===== config.mk =====
export PLATFORM = sky130hd
export DESIGN_NAME = cpurf_top
export DESIGN_NICKNAME = d
export VERILOG_FILES = /design/src/rtl/cpurf_pkg.sv /design/src/rtl/cpurf_top.sv /design/src/rtl/cpurf_flag_calc.sv
export SDC_FILE = /design/constraint.sdc
export NUM_CORES = 1
export LEC_CHECK = 0
export ABC_CLOCK_PERIOD_IN_PS = 7000
export BUFFER_PORTS_ARGS = -buffer_cell sky130_fd_sc_hd__buf_2
export CORE_UTILIZATION = 55
export CTS_BUF_LIST = sky130_fd_sc_hd__clkbuf_8
export DETAILED_ROUTE_END_ITERATION = 10
export PLACE_DENSITY = 0.85
export SETUP_SLACK_MARGIN = 0.02
export SLEW_MARGIN = 20
export SYNTH_ARGS = -nofsm -noshare
export SYNTH_HDL_FRONTEND = slang
export SYNTH_SLANG_ARGS = --single-unit

===== constraint.sdc =====
create_clock -name clk -period 7 [get_ports clk]
set_clock_uncertainty 0.05 [all_clocks]
set_input_delay 1.05 -clock clk [delete_from_list [all_inputs] [get_ports clk]]
set_output_delay 1.05 -clock clk [all_outputs]
set_load 0.01 [all_outputs]

===== src/rtl/cpurf_pkg.sv =====
package cpurf_pkg;
    // ****************************************************************
    // widths and flag positions
    // ****************************************************************
    localparam int unsigned CPURF_NREG8 = 16;
    localparam int unsigned CPURF_NREG16 = 8;
    localparam logic [2:0] CPURF_SP_IDX = 3'h7;
    localparam int unsigned CPURF_FL_I = 7;
    localparam int unsigned CPURF_FL_U1 = 6;
    localparam int unsigned CPURF_FL_H = 5;
    localparam int unsigned CPURF_FL_U0 = 4;
    localparam int unsigned CPURF_FL_N = 3;
    localparam int unsigned CPURF_FL_Z = 2;
    localparam int unsigned CPURF_FL_V = 1;
    localparam int unsigned CPURF_FL_C = 0;
    localparam int unsigned CPURF_BYTE_HC = 3;
    localparam int unsigned CPURF_WORD_HC = 11;
    // ****************************************************************
    // reset values
    // ****************************************************************
    localparam logic [15:0] CPURF_RESET_VECTOR = 16'h0000;
    localparam logic [7:0] CPURF_FLAGS_RST = 8'h80;
    localparam logic [15:0] CPURF_PC_RST = 16'h0000;

    // flag-register operations
    typedef enum logic [2:0] {
        CPURF_FOP_NONE = 3'b000,
        CPURF_FOP_LOAD = 3'b001,
        CPURF_FOP_AND = 3'b010,
        CPURF_FOP_OR = 3'b011,
        CPURF_FOP_XOR = 3'b100
    } cpurf_flag_op_t;

    // alu-class flag updates
    typedef enum logic [2:0] {
        CPURF_AOP_NONE = 3'b000,
        CPURF_AOP_ADD = 3'b001,
        CPURF_AOP_SUB = 3'b010,
        CPURF_AOP_LOGIC = 3'b011,
        CPURF_AOP_SHIFT = 3'b100,
        CPURF_AOP_BITC = 3'b101
    } cpurf_alu_op_t;

    // reset/vector-fetch sequencing
    typedef enum logic [1:0] {
        CPURF_ST_RESET = 2'b00,
        CPURF_ST_VECTOR = 2'b01,
        CPURF_ST_RUN = 2'b10
    } cpurf_state_t;
endpackage : cpurf_pkg


===== src/rtl/cpurf_top.sv =====
// Operation
// RULE1: sixteen byte registers pair into eight word registers
// RULE2: data access by full word or either byte half alone
// RULE3: address reads always use the full sixteen-bit register
// RULE4: register seven doubles as stack pointer for calls and exceptions
// RULE5: sixteen-bit next-instruction pointer, low bit always zero
// RULE6: one sixty-four kilobyte address space for code and data
// RULE7: flag byte is I,U,H,U,N,Z,V,C from bit seven down
// RULE8: load, store, and, or, xor ops reach every flag bit
// RULE9: branch conditions come from N, Z, V and C
// RULE10: mask bit set masks interrupts; exception start sets it
// RULE11: bits six and four are free user storage
// RULE12: byte add/sub family sets half-carry from bit three
// RULE13: word add/sub/compare sets half-carry from bit eleven
// RULE14: decimal adjust uses half-carry as an input
// RULE15: N takes result most significant bit
// RULE16: Z set when result is zero, else cleared; shifts test only the low byte, even for word results
// RULE17: V set on arithmetic overflow, else cleared
// RULE18: C is carry, borrow, shifted bit, or bit accumulator
// RULE19: reset loads pointer from vector zero and sets mask
// RULE20: bit ops select one byte bit by number zero to seven
// RULE21: decimal adjust views a byte as two packed digits
// RULE22: flags update in the same cycle as the result write
// RULE23: flags stack as a doubled word; low byte ignored on return
module cpurf_top
    import cpurf_pkg::*;
(
    input wire logic clk,
    input wire logic sys_rst,
    input wire logic [2:0] rd_a_idx,
    output logic [15:0] rd_a_word,
    output logic [7:0] rd_a_upper,
    output logic [7:0] rd_a_lower,
    input wire logic [2:0] rd_b_idx,
    output logic [15:0] rd_b_word,
    input wire logic [2:0] addr_idx,
    output logic [15:0] addr_word,
    output logic [15:0] stack_top_pointer,
    input wire logic wr_en,
    input wire logic [2:0] wr_idx,
    input wire logic [1:0] wr_lanes,
    input wire logic [15:0] wr_data,
    input wire logic sp_wr_en,
    input wire logic [15:0] sp_wr_data,
    input wire logic pc_wr_en,
    input wire logic [15:0] pc_wr_data,
    output logic [15:0] next_instruction_pointer,
    input wire cpurf_pkg::cpurf_flag_op_t flag_op,
    input wire logic [7:0] flag_imm,
    input wire logic [15:0] flag_pop_word,
    output logic [7:0] condition_flags,
    output logic [15:0] flag_push_word,
    input wire cpurf_pkg::cpurf_alu_op_t alu_op,
    input wire logic alu_word,
    input wire logic [15:0] alu_opa,
    input wire logic [15:0] alu_opb,
    input wire logic alu_carry,
    input wire logic alu_shift_out,
    input wire logic [2:0] bit_num,
    input wire logic [7:0] bit_operand,
    input wire logic [1:0] bit_mode,
    input wire logic [3:0] branch_cond,
    output logic branch_taken,
    input wire logic [7:0] daa_in,
    input wire logic daa_sub,
    output logic [7:0] daa_out,
    output logic daa_carry,
    input wire logic exc_start,
    output logic irq_masked,
    output logic vector_fetch,
    output logic [15:0] vector_addr,
    input wire logic vector_valid,
    input wire logic [15:0] vector_data,
    output logic ready
);
    import cpurf_pkg::*;

    // ****************************************************************
    // general registers
    // ****************************************************************
    logic [7:0] upper_byte_register_q [CPURF_NREG16];
    logic [7:0] lower_byte_register_q [CPURF_NREG16];
    logic [7:0] upper_byte_register_d [CPURF_NREG16];
    logic [7:0] lower_byte_register_d [CPURF_NREG16];
    logic [15:0] pc_q, pc_d;
    logic [7:0] flags_q, flags_d, alu_flags;
    logic bit_sel;
    cpurf_state_t st_q, st_d;

    function automatic logic [15:0] word_of(input logic [2:0] idx,
            input logic [7:0] hi, input logic [7:0] lo);
        word_of = {hi, lo};
    endfunction : word_of

    assign rd_a_word = word_of(rd_a_idx, upper_byte_register_q[rd_a_idx],
        lower_byte_register_q[rd_a_idx]); // RULE1 RULE2
    assign rd_a_upper = upper_byte_register_q[rd_a_idx]; // RULE2
    assign rd_a_lower = lower_byte_register_q[rd_a_idx]; // RULE2
    assign rd_b_word = word_of(rd_b_idx, upper_byte_register_q[rd_b_idx],
        lower_byte_register_q[rd_b_idx]);
    assign addr_word = word_of(addr_idx, upper_byte_register_q[addr_idx],
        lower_byte_register_q[addr_idx]); // RULE3 RULE6
    assign stack_top_pointer = word_of(CPURF_SP_IDX,
        upper_byte_register_q[CPURF_SP_IDX],
        lower_byte_register_q[CPURF_SP_IDX]); // RULE4

    // next values; registers have no reset value by design
    always_comb begin
        for (int i = 0; i < CPURF_NREG16; i++) begin
            upper_byte_register_d[i] = upper_byte_register_q[i];
            lower_byte_register_d[i] = lower_byte_register_q[i];
            if (wr_en && wr_idx == 3'(i)) begin
                if (wr_lanes[1])
                    upper_byte_register_d[i] = wr_data[15:8]; // RULE2
                if (wr_lanes[0])
                    lower_byte_register_d[i] = wr_data[7:0]; // RULE2
            end
            if (sp_wr_en && CPURF_SP_IDX == 3'(i)) begin
                upper_byte_register_d[i] = sp_wr_data[15:8]; // RULE4
                lower_byte_register_d[i] = sp_wr_data[7:0];
            end
        end
    end

    always_ff @(posedge clk) begin
        for (int i = 0; i < CPURF_NREG16; i++) begin
            upper_byte_register_q[i] <= upper_byte_register_d[i];
            lower_byte_register_q[i] <= lower_byte_register_d[i];
        end
    end

    // ****************************************************************
    // flag calculation
    // ****************************************************************
    always_comb begin
        bit_sel = bit_operand[bit_num]; // RULE20
        case (bit_mode)
            2'b00: bit_sel = bit_operand[bit_num];
            2'b01: bit_sel = flags_q[CPURF_FL_C] & bit_operand[bit_num];
            2'b10: bit_sel = flags_q[CPURF_FL_C] | bit_operand[bit_num];
            default: bit_sel = flags_q[CPURF_FL_C] ^ bit_operand[bit_num];
        endcase
    end

    cpurf_flag_calc u_calc (
        .alu_op(alu_op),
        .word_op(alu_word),
        .opa(alu_opa),
        .opb(alu_opb),
        .carry_in(alu_carry),
        .result(wr_data),
        .shift_out(alu_shift_out),
        .bit_acc(bit_sel),
        .flags_in(flags_q),
        .flags_out(alu_flags)
    );

    // ****************************************************************
    // reset sequence, pointer and flags
    // ****************************************************************
    always_comb begin
        st_d = st_q;
        pc_d = pc_q;
        flags_d = flags_q;
        case (st_q)
            CPURF_ST_RESET: st_d = CPURF_ST_VECTOR;
            CPURF_ST_VECTOR: begin
                if (vector_valid) begin
                    pc_d = {vector_data[15:1], 1'b0}; // RULE19 RULE5
                    st_d = CPURF_ST_RUN;
                end
            end
            CPURF_ST_RUN: begin
                if (pc_wr_en)
                    pc_d = {pc_wr_data[15:1], 1'b0}; // RULE5
                flags_d = alu_flags; // RULE22
                case (flag_op)
                    CPURF_FOP_LOAD:
                        flags_d = flag_pop_word[15:8]; // RULE8 RULE23
                    CPURF_FOP_AND: flags_d = flags_q & flag_imm; // RULE8
                    CPURF_FOP_OR: flags_d = flags_q | flag_imm; // RULE8
                    CPURF_FOP_XOR: flags_d = flags_q ^ flag_imm; // RULE8
                    default: flags_d = alu_flags;
                endcase
                if (exc_start)
                    flags_d[CPURF_FL_I] = 1'b1; // RULE10
            end
            default: st_d = CPURF_ST_RESET;
        endcase
    end

    always_ff @(posedge clk or posedge sys_rst) begin
        if (sys_rst) begin
            st_q <= CPURF_ST_RESET;
            pc_q <= CPURF_PC_RST;
            flags_q <= CPURF_FLAGS_RST; // RULE19
        end else begin
            st_q <= st_d;
            pc_q <= pc_d;
            flags_q <= flags_d;
        end
    end

    assign next_instruction_pointer = {pc_q[15:1], 1'b0}; // RULE5
    assign condition_flags = flags_q; // RULE7 RULE11
    assign flag_push_word = {flags_q, flags_q}; // RULE23
    assign irq_masked = flags_q[CPURF_FL_I]; // RULE10
    assign vector_fetch = (st_q == CPURF_ST_VECTOR);
    assign vector_addr = CPURF_RESET_VECTOR; // RULE19
    assign ready = (st_q == CPURF_ST_RUN);

    // ****************************************************************
    // branch conditions
    // ****************************************************************
    always_comb begin
        logic n, z, v, c;
        n = flags_q[CPURF_FL_N];
        z = flags_q[CPURF_FL_Z];
        v = flags_q[CPURF_FL_V];
        c = flags_q[CPURF_FL_C];
        case (branch_cond[3:1]) // RULE9
            3'h0: branch_taken = 1'b1;
            3'h1: branch_taken = ~(c | z);
            3'h2: branch_taken = ~c;
            3'h3: branch_taken = ~z;
            3'h4: branch_taken = ~v;
            3'h5: branch_taken = ~n;
            3'h6: branch_taken = ~(n ^ v);
            default: branch_taken = ~(z | (n ^ v));
        endcase
        if (branch_cond[0])
            branch_taken = ~branch_taken;
    end

    // ****************************************************************
    // decimal adjust
    // ****************************************************************
    always_comb begin
        logic [3:0] hi, lo;
        logic [7:0] adj;
        logic c, h;
        hi = daa_in[7:4]; // RULE21
        lo = daa_in[3:0]; // RULE21
        c = flags_q[CPURF_FL_C];
        h = flags_q[CPURF_FL_H]; // RULE14
        adj = 8'h00;
        if (h || (!daa_sub && lo > 4'h9))
            adj[3:0] = 4'h6;
        if (c || (!daa_sub && (hi > 4'h9 || (hi == 4'h9 && lo > 4'h9))))
            adj[7:4] = 4'h6;
        daa_out = daa_sub ? daa_in - adj : daa_in + adj;
        daa_carry = c | (adj[7:4] == 4'h6 && !daa_sub);
    end
endmodule : cpurf_top


===== src/rtl/cpurf_flag_calc.sv =====
module cpurf_flag_calc
    import cpurf_pkg::*;
(
    input wire cpurf_pkg::cpurf_alu_op_t alu_op,
    input wire logic word_op,
    input wire logic [15:0] opa,
    input wire logic [15:0] opb,
    input wire logic carry_in,
    input wire logic [15:0] result,
    input wire logic shift_out,
    input wire logic bit_acc,
    input wire logic [7:0] flags_in,
    output logic [7:0] flags_out
);
    logic sa, sb, sr, hc;
    logic [12:0] n4;

    always_comb begin
        sa = word_op ? opa[15] : opa[7];
        sb = word_op ? opb[15] : opb[7];
        sr = word_op ? result[15] : result[7];
        n4 = 13'h0000;
        n4 = word_op ? {1'b0, opa[11:0]} + {1'b0, opb[11:0]}
            : {8'h00, 1'b0, opa[3:0]} + {8'h00, 1'b0, opb[3:0]};
        hc = word_op ? n4[12] : n4[4];
        if (alu_op == CPURF_AOP_SUB) begin
            hc = word_op ? (opa[11:0] < opb[11:0])
                : (opa[3:0] < opb[3:0]); // RULE12 RULE13
        end
        flags_out = flags_in;
        case (alu_op)
            CPURF_AOP_ADD, CPURF_AOP_SUB: begin
                flags_out[CPURF_FL_H] = hc; // RULE12 RULE13
                flags_out[CPURF_FL_N] = sr; // RULE15
                flags_out[CPURF_FL_Z] = word_op ? (result == 16'h0000)
                    : (result[7:0] == 8'h00); // RULE16
                flags_out[CPURF_FL_V] = (alu_op == CPURF_AOP_ADD)
                    ? (sa == sb) && (sr != sa)
                    : (sa != sb) && (sr != sa); // RULE17
                flags_out[CPURF_FL_C] = carry_in; // RULE18
            end
            CPURF_AOP_LOGIC: begin
                flags_out[CPURF_FL_N] = sr; // RULE15
                flags_out[CPURF_FL_Z] = word_op ? (result == 16'h0000)
                    : (result[7:0] == 8'h00); // RULE16
                flags_out[CPURF_FL_V] = 1'b0; // RULE17
            end
            CPURF_AOP_SHIFT: begin
                flags_out[CPURF_FL_N] = sr;
                flags_out[CPURF_FL_Z] = (result[7:0] == 8'h00);
                flags_out[CPURF_FL_V] = 1'b0;
                flags_out[CPURF_FL_C] = shift_out; // RULE18
            end
            CPURF_AOP_BITC: flags_out[CPURF_FL_C] = bit_acc; // RULE18
            default: flags_out = flags_in;
        endcase
    end
endmodule : cpurf_flag_calc


Word level (Yosys, flattened, before mapping)
Memories as Yosys holds them, arrays and structs flattened.
Index checks and enable logic that the tools add are counted.
{"block": "word_totals", "reg_bits": 26, "latch_bits": 0, "ram_bits": 128, "rom_bits": 0, "in_bits": 176, "output_inout_bits": 149, "word_cells": 265, "mem_count": 2}
{"memory": "lower_byte_register_q", "depth": 8, "width": 8, "read_ports": 4, "rd_clocked_by_memory_dff": 0, "wr": 2, "line": "cpurf_top.sv:82", "source": "logic [7:0] lower_byte_register_q [CPURF_NREG16];"}
{"memory": "upper_byte_register_q", "depth": 8, "width": 8, "read_ports": 4, "rd_clocked_by_memory_dff": 0, "wr": 2, "line": "cpurf_top.sv:81", "source": "logic [7:0] upper_byte_register_q [CPURF_NREG16];"}
{"block": "op_classes", "addsub": 4, "n_mul": 0, "div_mod_pow": 0, "n_lt_le_gt_ge": 5, "n_eq_ne": 65, "n_shift": 0, "n_mux": 97, "n_bitwise": 19, "reduce_logical": 66}
{"cell": "$mux W8", "n": 47}
{"cell": "$reduce_or A8 Y1", "n": 12}
{"cell": "$reduce_and A2 Y1", "n": 22}
{"cell": "$mux W3", "n": 14}
{"cell": "$ne A2 B2 Y1 const B", "n": 17}
{"cell": "$mux W16", "n": 2}
{"cell": "$pmux W16 S2", "n": 1}
{"cell": "$pmux W8 S4", "n": 1}
{"cell": "$eq A3 B3 Y1 const B", "n": 10}
{"cell": "$eq A3 B2 Y1 const B", "n": 8}
{"cell": "$mux W1", "n": 24}
{"cell": "$logic_not A16 Y1", "n": 1}
{"cell": "$logic_and A1 B1 Y1", "n": 14}
{"cell": "$ne A1 B1 Y1 const B", "n": 14}
{"cell": "$reduce_bool A7 Y1", "n": 2}
{"cell": "$add A12 B12 Y13", "n": 1}
{"cell": "$mux W13", "n": 1}
{"cell": "$eq A3 B1 Y1 const B", "n": 4}
{"cell": "$lt A12 B12 Y1", "n": 1}
{"cell": "$reduce_bool A5 Y1", "n": 2}
{"cell": "$not A1 Y1", "n": 9}
{"cell": "$pmux W3 S3", "n": 1}
{"cell": "$add A8 B8 Y8", "n": 1}
{"cell": "$and A8 B8 Y8", "n": 1}
{"cell": "32 further kinds", "n": 46}

Logic depth before layout (Yosys ltp)
{"block": "depth", "word_depth": 11, "mapped_depth": 10, "depth_no_buf": 10}

By module
Synthesis repeated with hierarchy kept, for this count alone.
{"block": "hier_totals", "hier_cells": 776, "hier_area_um2": 10550.1}
{"mod": "cpurf_top", "n_inst": 1, "cells_per_inst": 650, "area_each_um2": 9663.0, "seq_area_each_um2": 4470.5}
{"mod": "cpurf_flag_calc", "n_inst": 1, "cells_per_inst": 126, "area_each_um2": 887.1, "seq_area_each_um2": 0.0}

Worst setup path after synthesis
OpenSTA, ideal clock, no wires.
{"block": "synth_path", "kind": "input -> output", "start": "in daa_in[1]", "end": "out daa_out[7]", "t_arrival_ns": 2.978, "required_ns": 5.900, "slack_ns": 2.922, "path_stages": 10, "path_buffers": 0, "cell_sequence": "o21ai_0 > o21ai_0 > a31o_2 > inv_1 > ha_1 > mux2_2 > ha_1 > and3_1 > a2111oi_0 > nand3_1"}
{"block": "synth_between", "elab_chain_len": 8, "word_cells_on_any_way": 12, "classes_between": "2 x add/sub; 1 x order compare; 3 x mux; 6 x reduce/logical"}
{"element": "start: declaration", "line": "cpurf_top.sv:64", "source": "input wire logic [7:0] daa_in,"}
{"element": "$gt A4 B4 Y1", "line": "cpurf_top.sv:247, cpurf_top.sv:249"}
{"element": "$logic_and A1 B1 Y1", "line": "cpurf_top.sv:249", "source": "if (c || (!daa_sub && (hi > 4'h9 || (hi == 4'h9 && lo > 4'h9))))"}
{"element": "$logic_or A1 B1 Y1", "line": "cpurf_top.sv:249"}
{"element": "$logic_and A1 B1 Y1", "line": "cpurf_top.sv:249"}
{"element": "$logic_or A1 B1 Y1", "line": "cpurf_top.sv:249"}
{"element": "$mux W3", "line": "cpurf_top.sv:249"}
{"element": "$add A8 B8 Y8 or $sub A8 B8 Y8 (tied branches)", "line": "cpurf_top.sv:251", "source": "daa_out = daa_sub ? daa_in - adj : daa_in + adj;"}
{"element": "$mux W8 (*)", "line": "cpurf_top.sv:251"}
{"element": "end: declaration", "line": "cpurf_top.sv:66", "source": "output logic [7:0] daa_out,"}
Mark *: on every way between the ends. The rest lies on a longest branch, timed or not.

Worst setup path in the final report
Same ends and word-level chain as after synthesis.

==> results.sh <==
export IMPL_status="complete, no violations"
export IMPL_ys_seq_area_share_pct=42.9
export IMPL_grt_pass1_wl_um=40200
export IMPL_power_density_mw_per_mm2=232
export IMPL_area_delta_synth_final_pct=16.5
export IMPL_dpl_cell_area_mm2=0.0117
export IMPL_ys_types=54
export IMPL_die_w_um=140
export IMPL_die_h_um=140
export IMPL_endpoint_kind="output port"
export IMPL_drv_cap=0
export IMPL_cp_start_kind="primary input"
export IMPL_p_seq_share_pct=41.4
export IMPL_core_mm2=0.0183
export IMPL_crit_path_max_fanout=4
export IMPL_post_cts_buffers=0
export IMPL_path_cells="buf_2, o21ai_0, o21ai_0, a31o_2, inv_1, ha_1, mux2_2, ha_1, and3_1, a2111oi_0, nand3_1, buf_2"
export IMPL_antenna_cells=0
export IMPL_power_frac_comb_pct=33.2
export IMPL_postSynthAreaPerCell_um2=13.4
export IMPL_cts_tree="built"
export IMPL_critPathRequiredTime_ns=5.90
export IMPL_cts_resized_gates=0
export IMPL_power_share_clock_pct=25.4
export IMPL_routedWlPerCell_um=20.9
export IMPL_ys_flop_type="edfxtp_1"
export IMPL_clock_sinks=153
export IMPL_cp_arrival_ns=3.39
export IMPL_drc_errors=0
export IMPL_hold_viol=0
export IMPL_clk_insertion_delay_late_ns=0.46
export IMPL_gp_congestion=0.856
export IMPL_synth_cells=777
export IMPL_tns_ns=0
export IMPL_htree_num_levels=4
export IMPL_totalWireLength_um=26200
export IMPL_switchingPower_uw=952
export IMPL_synth_seq_cells=153
export IMPL_hold_buffers=0
export IMPL_drt_pass1_iterations=5
export IMPL_fillCellCount=1305
export IMPL_clock_fmax_mhz=223
export IMPL_synth_edf_count=128
export IMPL_stdcell_area_mm2=0.0121
export IMPL_min_path_type="flip-flop to flip-flop"
export IMPL_start_util_pct=57.0
export IMPL_critPathKind="primary input to output port"
export IMPL_grt_max_degree=33
export IMPL_worst_path_buf_inv=3
export IMPL_p_int_uw=1870
export IMPL_slowest_stage="a2111oi_0"
export IMPL_finalWorstSetupSlack_ns=2.51
export IMPL_vias_per_cell=6.01
export IMPL_gr_total_overflow=0
export IMPL_finalCritPeriodShare_pct=64.2
export IMPL_rows=49
export IMPL_power_leakage_uw=0.00499
export IMPL_total_power_uw=2820
export IMPL_io_pins=325
export IMPL_async_flop_share_pct=16.3
export IMPL_ir_drop_uv=229
export IMPL_antenna_found_initial=2
export IMPL_ctsLongestPathBuffers=2
export IMPL_finalSetupViolCount=0
export IMPL_ys_warn_count=0
export IMPL_drtAntennaViolNets=0
export IMPL_finalMaxSlewViolations=0
export IMPL_clk_pin_slew_worst_paths_ns=0.09
export IMPL_synth_area_mm2=0.0104
export IMPL_final_layout_size_suffix_gt1_share_pct=49.1
export IMPL_grt_pass1_vias=7463
export IMPL_die_area_mm2=0.0195
export IMPL_tightest_slew_ns=1.05
export IMPL_vias=7545
export IMPL_cts_root_buf="clkbuf_8"
export IMPL_grt_usage_pct=27.7
export IMPL_period_needed_ns=4.49
export IMPL_swShare_pct=33.8
export IMPL_rsz0062_at_grt="no"
export IMPL_finalNetCount=1238
export IMPL_portBuffers=289
export IMPL_drt_initial_drc_count=402
export IMPL_path_delay_family="compound AO/OA/AOI/OAI gates"
export IMPL_numCtsBuffers=17
export IMPL_detailed_place_hpwl_um=19100
export IMPL_place_ws_ns=2.57
export IMPL_max_slew_margin_pct=29.8
export IMPL_slowest_delay_ns=0.38
==> sequential cells by signal, indices dropped and copies added (netlist names) <==
| register | cells |
|---|---|
| lower_byte_register_q | 64 |
| upper_byte_register_q | 64 |
| pc_q | 15 |
| condition_flags | 8 |
| st_q | 2 |
==> placed cells by master (no fill, tap or decap), types with 3 or more instances in the layout <==
cell and count:
o21a_1 4, nand3_1 11, nand2b_1 14, clkbuf_8 17, bufinv_16 3, clkinv_4 3, inv_6 5, nor2b_1 6
o211ai_1 4, inv_1 48, o21ai_0 42, edfxtp_1 128, mux2_2 66, mux2i_1 22, conb_1 17, a221oi_1 4
ha_1 49, o221ai_1 3, nor3_1 7, o22ai_1 4, buf_2 289, xnor2_1 7, xor2_1 3, nor2_1 32
mux4_2 97, a21oi_1 24, buf_4 8, nor4_1 6, a21o_1 3, nand2_1 37, dfrtp_1 24
==> per-stage QoR <==
step	utilization, %	std cells	hold WS [ns]
2_1_floorplan	-	793	0.396
3_3_place_gp	64.1	1223	0.409
3_5_place_dp	64.1	1223	0.415
4_1_cts	66.4	1255	0.430
5_1_grt	66.4	1255	0.464
6_report	66.4	1255	0.428
==> worst reg2reg max path, stage by stage (launching register included) <==
cell and delay, ns:
dfrtp_1 0.43, nand2b_1 0.30, inv_1 0.56, a21oi_2 0.96
o21ai_0 0.22
==> power groups by stage <==
stage / Combinational, uW / Sequential, uW / Clock [uW]
after floorplan: 626 / 1200 / 0
final: 937 / 1170 / 715
after global placement: 916 / 1180 / 0
after CTS: 939 / 1170 / 723
after global routing: 1020 / 1180 / 759
after detailed placement: 935 / 1180 / 0
==> cells in the mapped netlist (2+ instances only) <==
cell type | instances | area, um2
mux2_2 | 66 | 743
xor2_1 | 3 | 26.3
dfrtp_1 | 24 | 601
nor3_1 | 9 | 45.0
or4_1 | 2 | 15.0
inv_1 | 49 | 184
nor2_1 | 32 | 120
a221oi_1 | 4 | 35.0
o22ai_1 | 4 | 25.0
o211ai_1 | 4 | 30.0
buf_1 | 4 | 15.0
edfxtp_1 | 128 | 3840
mux4_2 | 97 | 2180
a21oi_1 | 25 | 125
a21o_1 | 3 | 22.5
buf_4 | 51 | 383
o21ai_0 | 42 | 210
a221o_1 | 2 | 20.0
a31oi_1 | 2 | 12.5
nand2_1 | 37 | 139
ha_1 | 49 | 613
o21a_1 | 4 | 30.0
mux2i_1 | 22 | 220
mux4_1 | 2 | 52.6
o221ai_1 | 3 | 26.3
nand3_1 | 11 | 55.1
nor2b_1 | 6 | 37.5
nand2b_1 | 14 | 87.6
nor4_1 | 6 | 37.5
and3_1 | 2 | 12.5
buf_2 | 15 | 75.1
clkbuf_1 | 25 | 93.8
xnor2_1 | 7 | 61.3
o21bai_1 | 3 | 22.5
==> layer usage <==
metal	track usage (%)	wire (um)
met5	0	26
met4	9.72	586
met3	5.78	1930
met2	50.7	14000
met1	32.3	9680
==> kinds of logic (layout without fill, tap and decap cells) <==
kind of cell             after synthesis  after routing  share of synthesized area (%)
flip-flops                           153            153                           42.9
adder cells (fa/ha/maj)               49             49                           5.89
AO/OA/AOI/OAI                        105            105                           6.21
other                                  1             17                         0.0360
multiplexers                         188            188                           30.9
XOR/XNOR                              11             11                          0.997
buffers and inverters                145            378                           7.26
AND/OR/NAND/NOR                      125            125                           5.79
==> area by class of cell <==
class | instances | area [um2] | share of cell area, %
multi-input cells | 495 | 5260 | 43.4
flip-flops and latches | 153 | 4470 | 36.8
repair buffers | 297 | 1510 | 12.4
well taps | 229 | 287 | 2.36
clock buffers | 17 | 234 | 1.93
clock inverters | 15 | 188 | 1.55
inverters | 49 | 184 | 1.52
==> final timing paths <==
check	startpoint	end	slack, ns	cells past startpoint
max reg2reg	st_q[1]$_DFFE_PP0P_	pc_q[10]$_DFFE_PP0P_	4.32	4
max in group asynchronous	sys_rst	condition_flags[3]$_DFFE_PP0P_	5.84	2
min	st_q[0]$_DFFE_PP0P_	st_q[0]$_DFFE_PP0P_	0.43	1
min reg2reg	st_q[0]$_DFFE_PP0P_	st_q[0]$_DFFE_PP0P_	0.43	1
min in group asynchronous	sys_rst	pc_q[8]$_DFFE_PP0P_	0.61	2
max	daa_in[1]	daa_out[7]	2.51	12
(Power assumes the default switching activity.)
